$ cat src/ptb_defs.svh
// Offsets, bit positions, reset values and sizes of the trailer builder.
// Assumes inclusion by bare name from the package and the design modules.
`ifndef PTB_DEFS_SVH
`define PTB_DEFS_SVH

// ----------------------------------------
// Trailer word layout
// ----------------------------------------
`define PTB_EN_VALID 30
`define PTB_EN_LOCK 29
`define PTB_EN_INV 26
`define PTB_EN_OVR 25
`define PTB_EN_LOSS 24
`define PTB_IND_VALID 18
`define PTB_IND_LOCK 17
`define PTB_IND_INV 14
`define PTB_IND_OVR 13
`define PTB_IND_LOSS 12
`define PTB_CTX_FLAG 7
`define PTB_CTX_CNT_HI 6
`define PTB_USED_MASK 32'h67067000

// ----------------------------------------
// Register offsets
// ----------------------------------------
`define PTB_ADDR_W 8
`define PTB_OFS_CTRL 8'h00
`define PTB_OFS_STATUS 8'h04
`define PTB_OFS_IRQ_STAT 8'h08
`define PTB_OFS_IRQ_CLR 8'h0C
`define PTB_OFS_IRQ_EN 8'h10
`define PTB_OFS_LAST 8'h14
`define PTB_OFS_COUNT 8'h18

// ----------------------------------------
// Control fields
// ----------------------------------------
`define PTB_CTRL_MASK_HI 4
`define PTB_CTRL_MASK_W 5
`define PTB_CTRL_HDR 5
`define PTB_CTRL_STREAM 6
`define PTB_CTRL_CONN 7
`define PTB_CTRL_MODE_LO 8
`define PTB_CTRL_MODE_HI 9
`define PTB_CTRL_INV 10
`define PTB_CTRL_RST 32'h0000001F
`define PTB_MODE_DIRECT 2'h0

// ----------------------------------------
// Interrupt bits
// ----------------------------------------
`define PTB_IRQ_W 4
`define PTB_IRQ_UNLOCK 0
`define PTB_IRQ_OVR 1
`define PTB_IRQ_LOSS 2
`define PTB_IRQ_SENT 3
`define PTB_IRQ_RST 4'h0

`endif

$ cat src/ptb_pkg.sv
// Types shared by the trailer builder modules.
// Assumes ptb_defs.svh is on the include path.
`include "ptb_defs.svh"

package ptb_pkg;

	typedef enum logic {ST_PAYLOAD, ST_TRAILER} ptb_state_t;

	typedef struct packed {
		ptb_state_t state;
		logic [31:0] ctrl;
		logic [`PTB_IRQ_W-1:0] irq_stat;
		logic [`PTB_IRQ_W-1:0] irq_en;
		logic [31:0] rdata;
		logic out_valid;
		logic [31:0] out_data;
		logic out_last;
		logic ovr_seen;
		logic loss_pending;
		logic lock_prev;
		logic spec_gpio;
		logic [31:0] last_trailer;
		logic [31:0] pkt_count;
	} ptb_regs_t;

endpackage

$ cat src/ptb_sync2.sv
// Two-flop synchroniser for a group of level inputs.
// Assumes inputs come from outside the CORE_CLK domain.
`timescale 1ns/1ps
`include "ptb_defs.svh"

module ptb_sync2 #(
	parameter int WIDTH = 2
) (
	input wire logic clk,
	input wire logic rst_n,
	input wire logic [WIDTH-1:0] async_in,
	output logic [WIDTH-1:0] sync_out
);

	typedef struct packed {
		logic [WIDTH-1:0] s1;
		logic [WIDTH-1:0] s2;
	} ptb_sync_t;

	ptb_sync_t sync_reg;
	ptb_sync_t sync_next;

	// First stage feeds only the second stage
	always_comb begin
		sync_next.s1 = async_in;
		sync_next.s2 = sync_reg.s1;
	end

	always_ff @(posedge clk or negedge rst_n) begin
		if (!rst_n) begin
			sync_reg <= '0;
		end else begin
			sync_reg <= sync_next;
		end
	end

	assign sync_out = sync_reg.s2;

endmodule

$ cat src/ptb_trailer.sv
// Trailer builder: passes packet payload words and closes each packet
// with one indicator trailer word; register port and interrupt.
// Assumes one CORE_CLK domain; PLL lock and filter settle arrive async.
//
// Behaviour
// Append one trailer after every packet payload
// Each indicator has enable at matching position
// Indicator meaningful only while its enable set
// Unused enable and indicator bits zero
// Context count valid flag bit 7 zero
// Context packet count field all zeros
// Valid data bit 18, enable 30
// Clear valid on unlock or unsettled filter; filter ignored outside high dynamic range mode
// Reference lock bit 17, enable 29
// Spectral inversion bit 14, enable 26
// Inversion on GPIO in connector superhet mode
// Receiver swaps IQ or reverses bins
// Over-range bit 13, enable 25, per packet
// Sample loss bit 12, enable 24
// Loss only on stream-mode buffer overflow
// Hold loss pending until trailer reports it
`timescale 1ns/1ps
`include "ptb_defs.svh"

module ptb_trailer #(
	parameter int CNT_W = 32
) (
	input wire logic CORE_CLK,
	input wire logic RST_N,
	input wire logic [`PTB_ADDR_W-1:0] ADDR,
	input wire logic [31:0] WDATA,
	input wire logic WR,
	input wire logic RD,
	output logic [31:0] RDATA,
	output logic IRQ,
	input wire logic PLL_LOCK,
	input wire logic NB_FILTER_SETTLED,
	input wire logic BUF_DROP,
	input wire logic IN_VALID,
	input wire logic [31:0] IN_DATA,
	input wire logic IN_LAST,
	input wire logic IN_OVR,
	output logic IN_READY,
	output logic OUT_VALID,
	output logic [31:0] OUT_DATA,
	output logic OUT_LAST,
	input wire logic OUT_READY,
	output logic SPEC_INV_GPIO
);

	// ----------------------------------------
	// Parameter check
	// ----------------------------------------
	generate
		if (CNT_W < 1 || CNT_W > 32) begin : g_bad_cnt
			$error("CNT_W must lie in 1..32");
		end
	endgenerate

	// ----------------------------------------
	// Pin synchronisers
	// ----------------------------------------
	logic [1:0] pins_sync;

	ptb_sync2 #(
		.WIDTH(2)
	) u_sync (
		.clk(CORE_CLK),
		.rst_n(RST_N),
		.async_in({NB_FILTER_SETTLED, PLL_LOCK}),
		.sync_out(pins_sync)
	);

	logic pll_locked;
	logic filt_settled;
	assign pll_locked = pins_sync[0];
	assign filt_settled = pins_sync[1];

	// ----------------------------------------
	// Trailer word
	// ----------------------------------------
	// Indicators are forced low when disabled so disabled bits read as unused
	function automatic logic [31:0] build_trailer(
		input logic [`PTB_CTRL_MASK_W-1:0] en,
		input logic valid,
		input logic lock,
		input logic inv,
		input logic ovr,
		input logic loss
	);
		logic [31:0] w;
		w = 32'h00000000; // see R04 see R05
		w[`PTB_EN_VALID] = en[0]; // see R02
		w[`PTB_EN_LOCK] = en[1];
		w[`PTB_EN_INV] = en[2];
		w[`PTB_EN_OVR] = en[3];
		w[`PTB_EN_LOSS] = en[4];
		w[`PTB_IND_VALID] = en[0] & valid; // see R03
		w[`PTB_IND_LOCK] = en[1] & lock;
		w[`PTB_IND_INV] = en[2] & inv;
		w[`PTB_IND_OVR] = en[3] & ovr;
		w[`PTB_IND_LOSS] = en[4] & loss;
		return w;
	endfunction

	ptb_pkg::ptb_regs_t r_reg;
	ptb_pkg::ptb_regs_t r_next;

	logic load_ok;
	logic accept;
	logic emit;
	logic data_valid;
	logic stream_mode;
	logic drop_event;
	logic [31:0] trailer;
	logic [1:0] in_mode;
	logic [`PTB_IRQ_W-1:0] irq_events;

	assign load_ok = !r_reg.out_valid || OUT_READY;
	assign IN_READY = (r_reg.state == ptb_pkg::ST_PAYLOAD) && load_ok;
	assign accept = IN_VALID && IN_READY;
	assign emit = (r_reg.state == ptb_pkg::ST_TRAILER) && load_ok;
	assign stream_mode = r_reg.ctrl[`PTB_CTRL_STREAM];
	assign drop_event = BUF_DROP && stream_mode;
	assign in_mode = r_reg.ctrl[`PTB_CTRL_MODE_HI:`PTB_CTRL_MODE_LO];
	// Unsettled filter matters only in high dynamic range mode
	assign data_valid = pll_locked && !(r_reg.ctrl[`PTB_CTRL_HDR] && !filt_settled);
	assign trailer = build_trailer(r_reg.ctrl[`PTB_CTRL_MASK_HI:0], data_valid, pll_locked,
		r_reg.ctrl[`PTB_CTRL_INV], r_reg.ovr_seen, r_reg.loss_pending);

	always_comb begin
		irq_events = '0;
		irq_events[`PTB_IRQ_UNLOCK] = r_reg.lock_prev && !pll_locked;
		irq_events[`PTB_IRQ_OVR] = emit && trailer[`PTB_IND_OVR];
		irq_events[`PTB_IRQ_LOSS] = drop_event;
		irq_events[`PTB_IRQ_SENT] = emit;
	end

	// ----------------------------------------
	// Next state
	// ----------------------------------------
	always_comb begin
		r_next = r_reg;
		r_next.rdata = 32'h00000000;
		r_next.lock_prev = pll_locked;
		if (OUT_READY) begin
			r_next.out_valid = 1'b0;
		end
		case (r_reg.state)
			ptb_pkg::ST_PAYLOAD: begin
				if (accept) begin
					r_next.out_valid = 1'b1;
					r_next.out_data = IN_DATA;
					r_next.out_last = 1'b0;
					r_next.ovr_seen = r_reg.ovr_seen | IN_OVR;
					if (IN_LAST) begin
						r_next.state = ptb_pkg::ST_TRAILER;
					end
				end
			end
			ptb_pkg::ST_TRAILER: begin
				if (emit) begin
					r_next.out_valid = 1'b1;
					r_next.out_data = trailer;
					r_next.out_last = 1'b1;
					r_next.ovr_seen = 1'b0;
					r_next.last_trailer = trailer;
					r_next.pkt_count = r_reg.pkt_count + 32'h00000001;
					r_next.state = ptb_pkg::ST_PAYLOAD;
					if (trailer[`PTB_IND_LOSS]) begin
						r_next.loss_pending = 1'b0;
					end
				end
			end
			default: begin
				r_next.state = ptb_pkg::ST_PAYLOAD;
			end
		endcase
		// A drop in the emit cycle stays pending for the next packet
		if (drop_event) begin
			r_next.loss_pending = 1'b1; // see R15
		end
		r_next.spec_gpio = r_reg.ctrl[`PTB_CTRL_CONN] && (in_mode != `PTB_MODE_DIRECT)
			&& r_reg.ctrl[`PTB_CTRL_INV];
		// Register port
		if (WR) begin
			case (ADDR)
				`PTB_OFS_CTRL: r_next.ctrl = WDATA;
				`PTB_OFS_IRQ_EN: r_next.irq_en = WDATA[`PTB_IRQ_W-1:0];
				default: r_next.ctrl = r_next.ctrl;
			endcase
		end
		if (RD) begin
			case (ADDR)
				`PTB_OFS_CTRL: r_next.rdata = r_reg.ctrl;
				`PTB_OFS_STATUS: r_next.rdata = {27'h0, r_reg.state == ptb_pkg::ST_TRAILER,
					r_reg.ovr_seen, r_reg.loss_pending, filt_settled, pll_locked};
				`PTB_OFS_IRQ_STAT: r_next.rdata = {28'h0, r_reg.irq_stat};
				`PTB_OFS_IRQ_EN: r_next.rdata = {28'h0, r_reg.irq_en};
				`PTB_OFS_LAST: r_next.rdata = r_reg.last_trailer;
				`PTB_OFS_COUNT: r_next.rdata = r_reg.pkt_count;
				default: r_next.rdata = 32'h00000000;
			endcase
		end
		// Set wins over a clear in the same cycle
		r_next.irq_stat = r_reg.irq_stat | irq_events;
		if (WR && ADDR == `PTB_OFS_IRQ_CLR) begin
			r_next.irq_stat = (r_reg.irq_stat & ~WDATA[`PTB_IRQ_W-1:0]) | irq_events;
		end
		if (CNT_W < 32) begin
			r_next.pkt_count = r_next.pkt_count & ((32'h00000001 << CNT_W) - 32'h00000001);
		end
	end

	always_ff @(posedge CORE_CLK or negedge RST_N) begin
		if (!RST_N) begin
			r_reg <= '0;
			r_reg.ctrl <= `PTB_CTRL_RST;
			r_reg.irq_stat <= `PTB_IRQ_RST;
		end else begin
			r_reg <= r_next;
		end
	end

	assign RDATA = r_reg.rdata;
	assign IRQ = |(r_reg.irq_stat & r_reg.irq_en);
	assign OUT_VALID = r_reg.out_valid;
	assign OUT_DATA = r_reg.out_data;
	assign OUT_LAST = r_reg.out_last;
	assign SPEC_INV_GPIO = r_reg.spec_gpio;

	// ----------------------------------------
	// Assertions
	// ----------------------------------------
	unused_zero_a: assert property (@(posedge CORE_CLK) disable iff (!RST_N)
		(OUT_VALID && OUT_LAST) |-> ((OUT_DATA & ~`PTB_USED_MASK) == 32'h00000000))
		else $error("trailer has unused bits set");

	ctx_flag_a: assert property (@(posedge CORE_CLK) disable iff (!RST_N)
		(OUT_VALID && OUT_LAST) |-> !OUT_DATA[`PTB_CTX_FLAG])
		else $error("context count flag set");

	ctx_count_a: assert property (@(posedge CORE_CLK) disable iff (!RST_N)
		(OUT_VALID && OUT_LAST) |-> (OUT_DATA[`PTB_CTX_CNT_HI:0] == 7'h00))
		else $error("context count not zero");

	enable_pair_a: assert property (@(posedge CORE_CLK) disable iff (!RST_N)
		(OUT_VALID && OUT_LAST) |-> ((OUT_DATA[18:12] & ~OUT_DATA[30:24]) == 7'h00))
		else $error("indicator set without its enable");

	enable_mask_a: assert property (@(posedge CORE_CLK) disable iff (!RST_N)
		(emit && !(WR && ADDR == `PTB_OFS_CTRL)) |=> ({OUT_DATA[24], OUT_DATA[25],
		OUT_DATA[26], OUT_DATA[29], OUT_DATA[30]} == r_reg.ctrl[`PTB_CTRL_MASK_HI:0]))
		else $error("trailer enables differ from mask");

	trailer_follows_a: assert property (@(posedge CORE_CLK) disable iff (!RST_N)
		(accept && IN_LAST) |=> (!IN_READY && !OUT_LAST))
		else $error("payload taken before trailer");

	valid_lock_a: assert property (@(posedge CORE_CLK) disable iff (!RST_N)
		(OUT_VALID && OUT_LAST && OUT_DATA[30] && OUT_DATA[29] && OUT_DATA[18])
		|-> OUT_DATA[17])
		else $error("valid data without reference lock");

	loss_clear_a: assert property (@(posedge CORE_CLK) disable iff (!RST_N)
		(emit && trailer[`PTB_IND_LOSS] && !drop_event) |=> !r_reg.loss_pending)
		else $error("loss pending not cleared after report");

	stream_only_a: assert property (@(posedge CORE_CLK) disable iff (!RST_N)
		$rose(r_reg.loss_pending) |-> $past(BUF_DROP && stream_mode))
		else $error("loss raised outside stream overflow");

	over_range_a: assert property (@(posedge CORE_CLK) disable iff (!RST_N)
		(accept && IN_OVR) |=> r_reg.ovr_seen)
		else $error("over-range sample not recorded");

	gpio_a: assert property (@(posedge CORE_CLK) disable iff (!RST_N)
		(!r_reg.ctrl[`PTB_CTRL_CONN] ##1 !r_reg.ctrl[`PTB_CTRL_CONN]) |-> !SPEC_INV_GPIO)
		else $error("GPIO inversion outside connector mode");

	gpio_on_a: assert property (@(posedge CORE_CLK) disable iff (!RST_N)
		(r_reg.ctrl[`PTB_CTRL_CONN] && in_mode != `PTB_MODE_DIRECT && r_reg.ctrl[`PTB_CTRL_INV])
		|=> SPEC_INV_GPIO)
		else $error("GPIO inversion missing in connector mode");

	valid_unlock_a: assert property (@(posedge CORE_CLK) disable iff (!RST_N)
		(emit && !pll_locked) |=> !OUT_DATA[`PTB_IND_VALID])
		else $error("valid data set while unlocked");

	valid_settle_a: assert property (@(posedge CORE_CLK) disable iff (!RST_N)
		(emit && r_reg.ctrl[`PTB_CTRL_HDR] && !filt_settled)
		|=> !OUT_DATA[`PTB_IND_VALID])
		else $error("valid data set before filter settled");

	lock_bit_a: assert property (@(posedge CORE_CLK) disable iff (!RST_N)
		(emit && r_reg.ctrl[1]) |=> (OUT_DATA[`PTB_IND_LOCK] == $past(pll_locked)))
		else $error("lock indicator differs from lock pin");

	inv_bit_a: assert property (@(posedge CORE_CLK) disable iff (!RST_N)
		(emit && r_reg.ctrl[2]) |=> (OUT_DATA[`PTB_IND_INV] == $past(r_reg.ctrl[`PTB_CTRL_INV])))
		else $error("inversion indicator differs from state");

	ovr_bit_a: assert property (@(posedge CORE_CLK) disable iff (!RST_N)
		(emit && r_reg.ctrl[3]) |=> (OUT_DATA[`PTB_IND_OVR] == $past(r_reg.ovr_seen)))
		else $error("over-range indicator differs from packet");

	ovr_clear_a: assert property (@(posedge CORE_CLK) disable iff (!RST_N)
		emit |=> !r_reg.ovr_seen)
		else $error("over-range carried into next packet");

	loss_bit_a: assert property (@(posedge CORE_CLK) disable iff (!RST_N)
		(emit && r_reg.ctrl[4]) |=> (OUT_DATA[`PTB_IND_LOSS] == $past(r_reg.loss_pending)))
		else $error("loss indicator differs from pending loss");

	loss_set_a: assert property (@(posedge CORE_CLK) disable iff (!RST_N)
		drop_event |=> r_reg.loss_pending)
		else $error("stream drop not recorded");

	loss_hold_a: assert property (@(posedge CORE_CLK) disable iff (!RST_N)
		(r_reg.loss_pending && !emit) |=> r_reg.loss_pending)
		else $error("pending loss lost before report");

	out_hold_a: assert property (@(posedge CORE_CLK) disable iff (!RST_N)
		(OUT_VALID && !OUT_READY) |=> (OUT_VALID && $stable(OUT_DATA) && $stable(OUT_LAST)))
		else $error("output word changed while stalled");

	ready_trailer_a: assert property (@(posedge CORE_CLK) disable iff (!RST_N)
		(r_reg.state == ptb_pkg::ST_TRAILER) |-> !IN_READY)
		else $error("payload ready while trailer pending");

	one_trailer_a: assert property (@(posedge CORE_CLK) disable iff (!RST_N)
		(OUT_VALID && OUT_READY && OUT_LAST) |=> !(OUT_VALID && OUT_LAST))
		else $error("two trailers in a row");

	rdata_idle_a: assert property (@(posedge CORE_CLK) disable iff (!RST_N)
		!RD |=> (RDATA == 32'h00000000))
		else $error("read data without read strobe");

	irq_sticky_a: assert property (@(posedge CORE_CLK) disable iff (!RST_N)
		(r_reg.irq_stat[`PTB_IRQ_LOSS] && !(WR && ADDR == `PTB_OFS_IRQ_CLR))
		|=> r_reg.irq_stat[`PTB_IRQ_LOSS])
		else $error("status bit dropped without clear");

	irq_set_wins_a: assert property (@(posedge CORE_CLK) disable iff (!RST_N)
		(drop_event && WR && ADDR == `PTB_OFS_IRQ_CLR) |=> r_reg.irq_stat[`PTB_IRQ_LOSS])
		else $error("clear beat a new event");

endmodule

$ cat config.mk
export PLATFORM = sky130hd
export DESIGN_NAME = ptb_trailer
export DESIGN_NICKNAME = d
export VERILOG_FILES = /design/src/ptb_pkg.sv /design/src/ptb_sync2.sv /design/src/ptb_trailer.sv
export VERILOG_INCLUDE_DIRS = /design/src
export SDC_FILE = /design/constraint.sdc
export NUM_CORES = 1
export LEC_CHECK = 0
export BUFFER_PORTS_ARGS = -buffer_cell sky130_fd_sc_hd__buf_2
export CORE_MARGIN = 5
export CORE_UTILIZATION = 49
export CTS_BUF_LIST = sky130_fd_sc_hd__clkbuf_16
export DETAILED_ROUTE_END_ITERATION = 10
export GPL_ROUTABILITY_DRIVEN = 0
export HOLD_SLACK_MARGIN = 0.02
export PLACE_DENSITY = 0.75
export SLEW_MARGIN = 20
export SYNTH_ARGS = -nofsm -noshare
export SYNTH_HDL_FRONTEND = slang
export SYNTH_HIERARCHICAL = 1
export SYNTH_SLANG_ARGS = --single-unit
$ cat constraint.sdc
create_clock -name CORE_CLK -period 1.7 [get_ports CORE_CLK]
set_clock_uncertainty 0.05 [all_clocks]
set_input_delay 0.34 -clock CORE_CLK [delete_from_list [all_inputs] [get_ports CORE_CLK]]
set_output_delay 0.34 -clock CORE_CLK [all_outputs]
set_load 0.02 [all_outputs]
==> results of run 1 <==
-- cells by family after synthesis --
group | count (synthesis)
AO/OA/AOI/OAI | 90
XOR/XNOR | 31
adder cells (fa/ha/maj) | 1
buffers and inverters | 93
flip-flops | 157
multiplexers | 45
AND/OR/NAND/NOR | 203
-- power by group --
part / internal, W / switching, W / total, W / leakage [nW]
Clock: 0.00212 / 0.00149 / 0.00361 / 0.272
Combinational: 0.000547 / 0.000724 / 0.00127 / 2.08
Sequential: 0.00403 / 0.000210 / 0.00424 / 2.09
-- worst max-delay path: cells and delay by family (launching register included) --
kind                       cells  cell delay [ps]
adders and majority gates      1              170
and+or+nand+nor                4              880
DFF                            1              350
xor gates and xnor gates       1              180
-- metal layers --
layer | vias to the layer above | global-route usage | wire length (um)
met5 | - | 0 | 0
met4 | 0 | 0.0914 | 407
met3 | 29 | 0.0440 | 976
met2 | 174 | 0.336 | 8380
met1 | 2540 | 0.263 | 6920
li1 | 2372 | - | -
-- metrics by stage --
step | area [um2] | hold WS, ps | TNS (ps)
after floorplan | 6920 | -5.59 | 0
after global placement | 7850 | 163 | -143
after detailed placement | 7850 | 166 | -1300
after CTS | 8460 | 58.9 | -42.0
after global routing | 8670 | 70.5 | -427
final | 8670 | 74.5 | -21.0
-- layout by cell type, fill, tap and decap left out, drive strengths merged, types with 4 or more instances in the layout --
cell type,netlist,layout
a21o,5,5
a21oi,5,5
a221o,4,4
a22o,15,15
a22oi,31,31
and2,5,5
and3,10,10
buf,78,220
clkbuf,12,17
clkinv,0,9
dfrtp,152,152
dfstp,5,5
inv,3,4
mux2,37,37
mux2i,8,8
nand2,92,92
nand3,19,19
nand4,10,10
nor2,44,44
nor3,5,5
nor4,5,5
o21ai,23,23
o22ai,4,4
xnor2,23,23
xor2,8,8
-- timing repair --
action | in CTS | in global routing
hold buffers | 3 | 0
pin swaps | 3 | 18
endpoints found under the setup margin | 5 | 38
hold endpoints to repair | 119 | 0
cloned | 0 | 0
gates resized for setup | 5 | 27
setup buffers | 0 | 13
-- worst max path at each step --
stage	start	depth (start not counted)	to	slack (ps)
2_1_floorplan	r_reg[0]	6	r_reg[30]	5
3_3_place_gp	ADDR[1]	6	RDATA[3]	-60
3_5_place_dp	OUT_READY	7	r_reg[23]	-90
4_1_cts	OUT_VALID	6	r_reg[23]	-30
5_1_grt	r_reg[0]	7	r_reg[17]	-70
6_report	r_reg[0]	6	r_reg[30]	-10
-- area by class of cell --
cell class / instances / area (um2)
Fill cell: 1122 / 5210
Sequential cell: 157 / 3940
Multi-Input combinational cell: 370 / 2500
Timing Repair Buffer: 223 / 1440
Clock buffer: 17 / 425
Tap cell: 180 / 225
Clock inverter: 15 / 131
Inverter: 3 / 11.3
==> impl_metrics.json, run 1 <==
{
  "synth-compound-area-share": 0.0919,
  "grt_pass1_vias": 5245,
  "wl_per_cell_um": 17.3,
  "dr.pass1.iters": 5,
  "synth_area_per_cell_um2": 11.2,
  "synth_area_um2": 6920,
  "hp-start": "IN_DATA[11]",
  "r2r_setup_slack_ps": -10,
  "synth_nets": 704,
  "async_flop_share": 1.00,
  "yosys.area.top_type": "dfrtp_1",
  "cp_cell_sequence": "ha_1 -> and3_4 -> nand4_4 -> or3_4 -> nor4_4 -> xor2_1",
  "violations": "negative setup slack",
  "ys.flop_type": "dfrtp_1",
  "numCtsBuffers": 17,
  "slowest_stage": "or3_4",
  "maxCapViolCount": 0,
  "min_path_type": "input pin to register",
  "drive_gt1_frac": 0.405,
  "largest_reg_flops": 84,
  "cts_htree_levels": 4,
  "initialDrtViolationCount": 383,
  "antenna_found_initial": 0,
  "synth_xor_area_frac": 0.0392,
  "synthTopCellsByArea": "dfrtp_1 (55%), buf_4 (6.9%), mux2_2 (6.0%)",
  "die_y_um": 129,
  "crit_fanout": 3,
  "p_leak_nw": 4.44,
  "whs_path_depth": 3,
  "post-dp-hpwl_um": 12200,
  "fp.coreArea_um2": 13900,
  "ir_drop_v": 0.000697,
  "placedCellCount": 917,
  "routed_wl_um": 16700,
  "rsz0062_at_grt": "true",
  "setup.worst_path.class": "register to register",
  "synth_seq_cells": 157,
  "synth_cell_type_count": 44,
  "slew_violations": 0,
  "startpoint_type": "register",
  "dieArea_um2": 16600,
  "cts-root-buf": "clkbuf_16",
  "synth_top_family_by_area": "simple AND/OR/NAND/NOR gates",
  "cts_sinks": 157,
  "r2r_end": "r_reg[30]",
  "setup_viol": 2,
  "p_per_area_nw_per_um2": 1050,
  "synthMostInstantiatedCell": "dfrtp_1",
  "numPortBuffers": 151,
  "nNetsFinal": 856,
  "status": "complete, but fails checks",
  "via_per_inst": 5.30,
  "worstPathRequired_ps": 1990,
  "finalCritPeriodShare": 1.01,
  "layout.cells.non_filler": 965,
  "die_w_um": 129,
  "fmaxAchievable_ghz": 0.585,
  "diodes": 0,
  "rows": 43,
  "overflow": 0,
  "report.power.total_w": 0.00913,
  "clkTransAtPathRegs_ps": 60,
  "holdPathEnd": "OUT_DATA[11]",
  "grt_max_degree": 43,
  "synth_mux_area_frac": 0.0718,
  "reg2reg_depth": 6,
  "initial_core_util": 0.498,
  "cts_tree": "built",
  "fin_ws_ps": -10.6,
  "synth-simple-area-share": 0.139,
  "syn_to_final_growth_pct": 25.4,
  "synth_edf_count": 0,
  "grt_first_pass_wirelength_um": 26300,
  "r2r_start": "r_reg[0]",
  "period_needed_ps": 1710,
  "critPathMaxStageDelay_ps": 410,
  "route.detailed.drc": 0,
  "worst_pin_slew_ps": 389,
  "vias": 5115,
  "dpl_worst_slack_ps": -87.3,
  "insertion_delay_ps": 420,
  "antenna_left": 0,
  "arrival_ps": 2000,
  "endpoint_kind": "register",
  "utilization": 0.625,
  "pin_count": 152,
  "synth.top_cell.area_share": 0.550,
  "synthAdderAreaFrac": 0.00181,
  "yosysSeqAreaShare": 0.569,
  "slew_headroom": 0.738,
  "synthesis.instances": 620,
  "grt.total_usage": 0.205,
  "hold_viol_final": 0,
  "yosysWarnings": 6,
  "cts_buffer_depth": 2,
  "synth_common_cells": "dfrtp_1 (152), nand2_1 (92), buf_4 (64)"
}
Note: power is estimated with default switching activity, not from simulation.
==> run 2: changes to the inputs <==
--- a/config.mk
+++ b/config.mk
@@ -14,6 +14,8 @@
 export GPL_ROUTABILITY_DRIVEN = 0
 export HOLD_SLACK_MARGIN = 0.02
 export PLACE_DENSITY = 0.75
+export SKIP_CTS_REPAIR_TIMING = 1
+export SKIP_LAST_GASP = 1
 export SLEW_MARGIN = 20
 export SYNTH_ARGS = -nofsm -noshare
 export SYNTH_HDL_FRONTEND = slang
==> run 2 against run 1 <==
Against the previous run: the flow still finishes with violations (negative setup slack); count of clock-buffer cells in the layout did not move; largest power group unchanged; largest cell class unchanged; design area is 0.13% higher; hold slack about the same; fmax shrank 0.73%; combinational power hardly changed; routed wire length down 0.41%; total power fell by 0.16%; critical endpoint unchanged; highest routed layer unchanged; clock power about the same; core utilization increased by 0.081 points; sequential power is essentially flat; register-to-register slack about the same.
==> impl_metrics.json, run 2 (synthesis results as in run 1) <==
{
  "slowest_stage": "or3_4",
  "cts_tree": "built",
  "crit_fanout": 3,
  "period_needed_ps": 1720,
  "hold_viol_final": 0,
  "grt_first_pass_wirelength_um": 26200,
  "mostFrequentLayoutCell": "dfrtp_1",
  "fmaxAchievable_ghz": 0.580,
  "numPortBuffers": 151,
  "r2r_start": "r_reg[0]",
  "cp_cell_sequence": "ha_1 -> and3_4 -> nand4_4 -> or3_4 -> nor4_4 -> xor2_1",
  "dieArea_um2": 16600,
  "drive_gt1_frac": 0.407,
  "startpoint": "r_reg[0]",
  "clkTransAtPathRegs_ps": 60,
  "utilization": 0.626,
  "pin_count": 152,
  "finalCritPeriodShare": 1.01,
  "post-dp-hpwl_um": 12200,
  "setup.worst_path.class": "register to register",
  "r2r_setup_slack_ps": -20,
  "rsz0062_at_grt": "true",
  "cts_htree_levels": 4,
  "antenna_found_initial": 0,
  "die_y_um": 129,
  "antenna_left": 0,
  "grt_max_degree": 43,
  "p_per_area_nw_per_um2": 1050,
  "dr.pass1.iters": 7,
  "initial_core_util": 0.498,
  "startpoint_type": "register",
  "fillers": 1116,
  "fin_area_um2": 8690,
  "r2r_end": "r_reg[30]",
  "fp.coreArea_um2": 13900,
  "cts_buffer_depth": 2,
  "cts_sinks": 157,
  "routed_wl_um": 16600,
  "fin_ws_ps": -23.2,
  "critPathMaxStageDelay_ps": 430,
  "route.detailed.drc": 0,
  "p_leak_nw": 4.44,
  "worst_pin_slew_ps": 373,
  "status": "complete, but fails checks",
  "mostFrequentLayoutCells": "dfrtp_1 (151), buf_2 (148), nand2_1 (92)",
  "min_path_type": "input pin to register",
  "slew_headroom": 0.750,
  "grt.total_usage": 0.205,
  "cp_num_buf_inv": 0,
  "arrival_ps": 2010,
  "worstPathRequired_ps": 1990,
  "die_w_um": 129,
  "grt_pass1_vias": 5227,
  "dpl_worst_slack_ps": -87.3,
  "rows": 43,
  "endpoint_kind": "register",
  "slew_violations": 0,
  "overflow": 0,
  "crit_cells": 6,
  "insertion_delay_ps": 420,
  "maxCapViolCount": 0,
  "crit_end": "r_reg[30]",
  "diodes": 0,
  "vias": 5144,
  "cts-root-buf": "clkbuf_16",
  "largest_reg_flops": 84,
  "initialDrtViolationCount": 372,
  "cp_top_family": "simple AND/OR/NAND/NOR gates",
  "syn_to_final_growth_pct": 25.5,
  "violations": "negative setup slack",
  "placed_area_um2": 7850,
  "setup_viol": 2,
  "numCtsBuffers": 17,
  "nNetsFinal": 858,
  "reg2reg_depth": 6,
  "ir_drop_v": 0.000677,
  "via_per_inst": 5.32,
  "wl_per_cell_um": 17.2
}
## run 2: worst min-delay path by stage
stage / startpoint / end / cells past startpoint
after global routing: IN_DATA[3] / OUT_DATA[3] / 3
final: IN_DATA[3] / OUT_DATA[3] / 3
after global placement: RST_N / RDATA[2] / 1
after CTS: RST_N / OUT_DATA[30] / 1
after detailed placement: RST_N / RDATA[2] / 1
after floorplan: RST_N / OUT_DATA[0] / 0
## run 2: metal layers
layer / vias up / routed length [um] / global-route usage
met5: - / 0 / 0
met4: 0 / 405 / 0.0889
met3: 29 / 836 / 0.0440
met2: 171 / 8410 / 0.336
met1: 2557 / 6950 / 0.263
li1: 2387 / - / -
## run 2: stage by stage
| step | setup TNS (ps) | hold WS (ps) | power (W) | instances |
|---|---|---|---|---|
| after floorplan | 0 | -5.59 | 0.00507 | 620 |
| after global placement | -143 | 163 | 0.00544 | 917 |
| after detailed placement | -1300 | 166 | 0.00548 | 917 |
| after CTS | -132 | -284 | 0.00908 | 949 |
| after global routing | -950 | 70.6 | 0.00947 | 967 |
| final | -32.5 | 74.8 | 0.00911 | 967 |
## run 2: worst min-delay path, stage by stage
cell and delay (ps):
buf_2 70, nand2_1 30, o21ai_0 60
## run 2: power by group
group	switching (W)	internal, W	total [W]
Clock	0.00148	0.00212	0.00360
Combinational	0.000719	0.000548	0.00127
Sequential	0.000209	0.00403	0.00424
Total	0.00241	0.00671	0.00911
## run 2: layout make-up
type                       count  area [um2]  area share
multi-input combinational    370        2490       0.287
timing repair buffer         225        1460       0.168
clock inverter                15         131      0.0151
inverter                       3        11.3     0.00130
clock buffer                  17         425      0.0490
sequential                   157        3940       0.453
tap                          180         225      0.0259
==> run 3: changes to the inputs <==
--- a/config.mk
+++ b/config.mk
@@ -8,12 +8,12 @@
 export LEC_CHECK = 0
 export BUFFER_PORTS_ARGS = -buffer_cell sky130_fd_sc_hd__buf_2
 export CORE_MARGIN = 5
-export CORE_UTILIZATION = 49
+export CORE_UTILIZATION = 58
 export CTS_BUF_LIST = sky130_fd_sc_hd__clkbuf_16
 export DETAILED_ROUTE_END_ITERATION = 10
 export GPL_ROUTABILITY_DRIVEN = 0
 export HOLD_SLACK_MARGIN = 0.02
-export PLACE_DENSITY = 0.75
+export PLACE_DENSITY = 0.83
 export SKIP_CTS_REPAIR_TIMING = 1
 export SKIP_LAST_GASP = 1
 export SLEW_MARGIN = 20
==> constraint.sdc (replaced) <==
create_clock -name CORE_CLK -period 2 [get_ports CORE_CLK]
set_clock_uncertainty 0.05 [all_clocks]
set_input_delay 0.4 -clock CORE_CLK [delete_from_list [all_inputs] [get_ports CORE_CLK]]
set_output_delay 0.4 -clock CORE_CLK [all_outputs]
set_load 0.02 [all_outputs]
==> run 3 against run 2 <==
Against the previous run: the run now ends clean; critical path type unchanged; sequential cell count is the same; setup slack gained 110 ps; fmax shrank 10%; first-iteration DRC count rose by 12%.
==> impl_metrics.json, run 3 (synthesis results as in run 1) <==
{
  "p_leak_nw": 4.16,
  "worstPathRequired_ps": 2300,
  "ir_drop_v": 0.000547,
  "route.detailed.drc": 0,
  "switchingPower_w": 0.00204,
  "holdPathEnd": "u_sync/sync_next[1]",
  "slew_headroom": 0.680,
  "cts_tree": "built",
  "dr.pass1.iters": 5,
  "grt_max_degree": 51,
  "period_needed_ps": 1910,
  "arrival_ps": 2210,
  "post-dp-hpwl_um": 11700,
  "cts-root-buf": "clkbuf_16",
  "die_y_um": 119,
  "via_per_inst": 5.72,
  "timing.hold.ws_ps": 24.5,
  "setup_viol": 0,
  "antenna_left": 0,
  "hp-start": "NB_FILTER_SETTLED",
  "rows": 39,
  "initialDrtViolationCount": 418,
  "switching_share": 0.258,
  "seq_area_um2": 3940,
  "setup_tns_ps": 0,
  "seqPwrFrac": 0.457,
  "vias": 5046,
  "mostFrequentLayoutCells": "dfrtp_1 (152), buf_2 (150), nand2_1 (92)",
  "wl_per_cell_um": 18.8,
  "status": "finished, final reports clean",
  "p_per_area_nw_per_um2": 972,
  "fp.coreArea_um2": 11600,
  "clkTransAtPathRegs_ps": 60,
  "numPortBuffers": 151,
  "setup.worst_path.class": "register to register",
  "rsz0062_at_grt": "false",
  "grt_pass1_vias": 5365,
  "finalCritPeriodShare": 0.957,
  "intPower_w": 0.00588,
  "largest_reg_flops": 84,
  "initial_core_util": 0.598,
  "reg2reg_depth": 5,
  "hold_viol_final": 0,
  "overflow": 0,
  "antenna_found_initial": 0,
  "grt_first_pass_wirelength_um": 27100,
  "crit_fanout": 5,
  "cts_sinks": 157,
  "insertion_delay_ps": 430,
  "routed_wl_um": 16600,
  "min_path_type": "input pin to register",
  "diodes": 0,
  "worst_pin_slew_ps": 476,
  "cts_htree_levels": 4,
  "cts_buffer_depth": 2,
  "grt.total_usage": 0.242,
  "r2r_setup_slack_ps": 90,
  "whs_path_depth": 1,
  "r2r_end": "r_reg[20]",
  "pwr-share-clk": 0.420,
  "drive_gt1_frac": 0.350,
  "pin_count": 152,
  "fillers": 824,
  "fmaxAchievable_ghz": 0.523,
  "maxCapViolCount": 0,
  "mostFrequentLayoutCell": "dfrtp_1",
  "syn_to_final_growth_pct": 17.8,
  "dieArea_um2": 14200,
  "r2r_start": "r_reg[8]",
  "multiInputGateArea_um2": 2400,
  "slew_violations": 0,
  "endpoint_kind": "register",
  "nNetsFinal": 810,
  "comb_power_share": 0.122,
  "startpoint_type": "register",
  "numCtsBuffers": 17,
  "die_w_um": 119
}
==> run 3: cell types whose count changed in the layout (fill, tap and decap cells not counted), moves of 3 or more <==
cell | previous run | this run
nand3_2 | 3 | 0
and3_4 | 4 | 0
nand3_1 | 16 | 19
buf_4 | 60 | 20
buf_6 | 5 | 1
buf_12 | 8 | 5
==> run 3: power groups by stage <==
stage | combinational (W) | sequential, W | clock, W
floorplan | 0.000690 | 0.00362 | 0
global placement | 0.000900 | 0.00366 | 0
detailed placement | 0.000935 | 0.00367 | 0
CTS | 0.000950 | 0.00362 | 0.00336
global route | 0.00106 | 0.00365 | 0.00351
finish | 0.000968 | 0.00362 | 0.00333
==> run 3: worst max path at each step <==
| stage | startpoint | to |
|---|---|---|
| 2_1_floorplan | r_reg[0] | r_reg[30] |
| 3_3_place_gp | OUT_READY | r_reg[31] |
| 3_5_place_dp | OUT_READY | r_reg[31] |
| 4_1_cts | r_reg[0] | r_reg[30] |
| 5_1_grt | r_reg[8] | r_reg[20] |
| 6_report | r_reg[8] | r_reg[20] |
==> run 3: final cells by class <==
cell class | count | area share
clock buffers | 17 | 0.0522
clock inverters | 15 | 0.0223
inverters | 3 | 0.00138
multi-input cells | 370 | 0.294
flip-flops and latches | 157 | 0.483
well taps | 143 | 0.0219
repair buffers | 177 | 0.125
==> run 3: critical path, stage by stage, from the launching register on <==
cell	delay [ps]
dfrtp_1	480
and3_1	250
nand3_1	240
nor2_1	410
and4_1	270
xor2_1	140
==> run 3: metrics by stage <==
step	power, W	instance area (um2)	cells	util	setup slack [ps]
after floorplan	0.00431	6920	620	-	275
after global placement	0.00456	7510	847	0.650	158
after detailed placement	0.00461	7510	847	0.650	127
after CTS	0.00794	8120	879	0.702	85.3
after global routing	0.00822	8150	882	0.705	5.13
final	0.00792	8150	882	0.705	86.1
==> run 3: per-layer routing <==
metal | global-route usage | up-vias | share of wire
met5 | 0 | - | 0
met2 | 0.408 | 179 | 0.52
met4 | 0.0941 | 0 | 0.022
met1 | 0.304 | 2538 | 0.40
met3 | 0.0583 | 41 | 0.057
li1 | - | 2288 | -
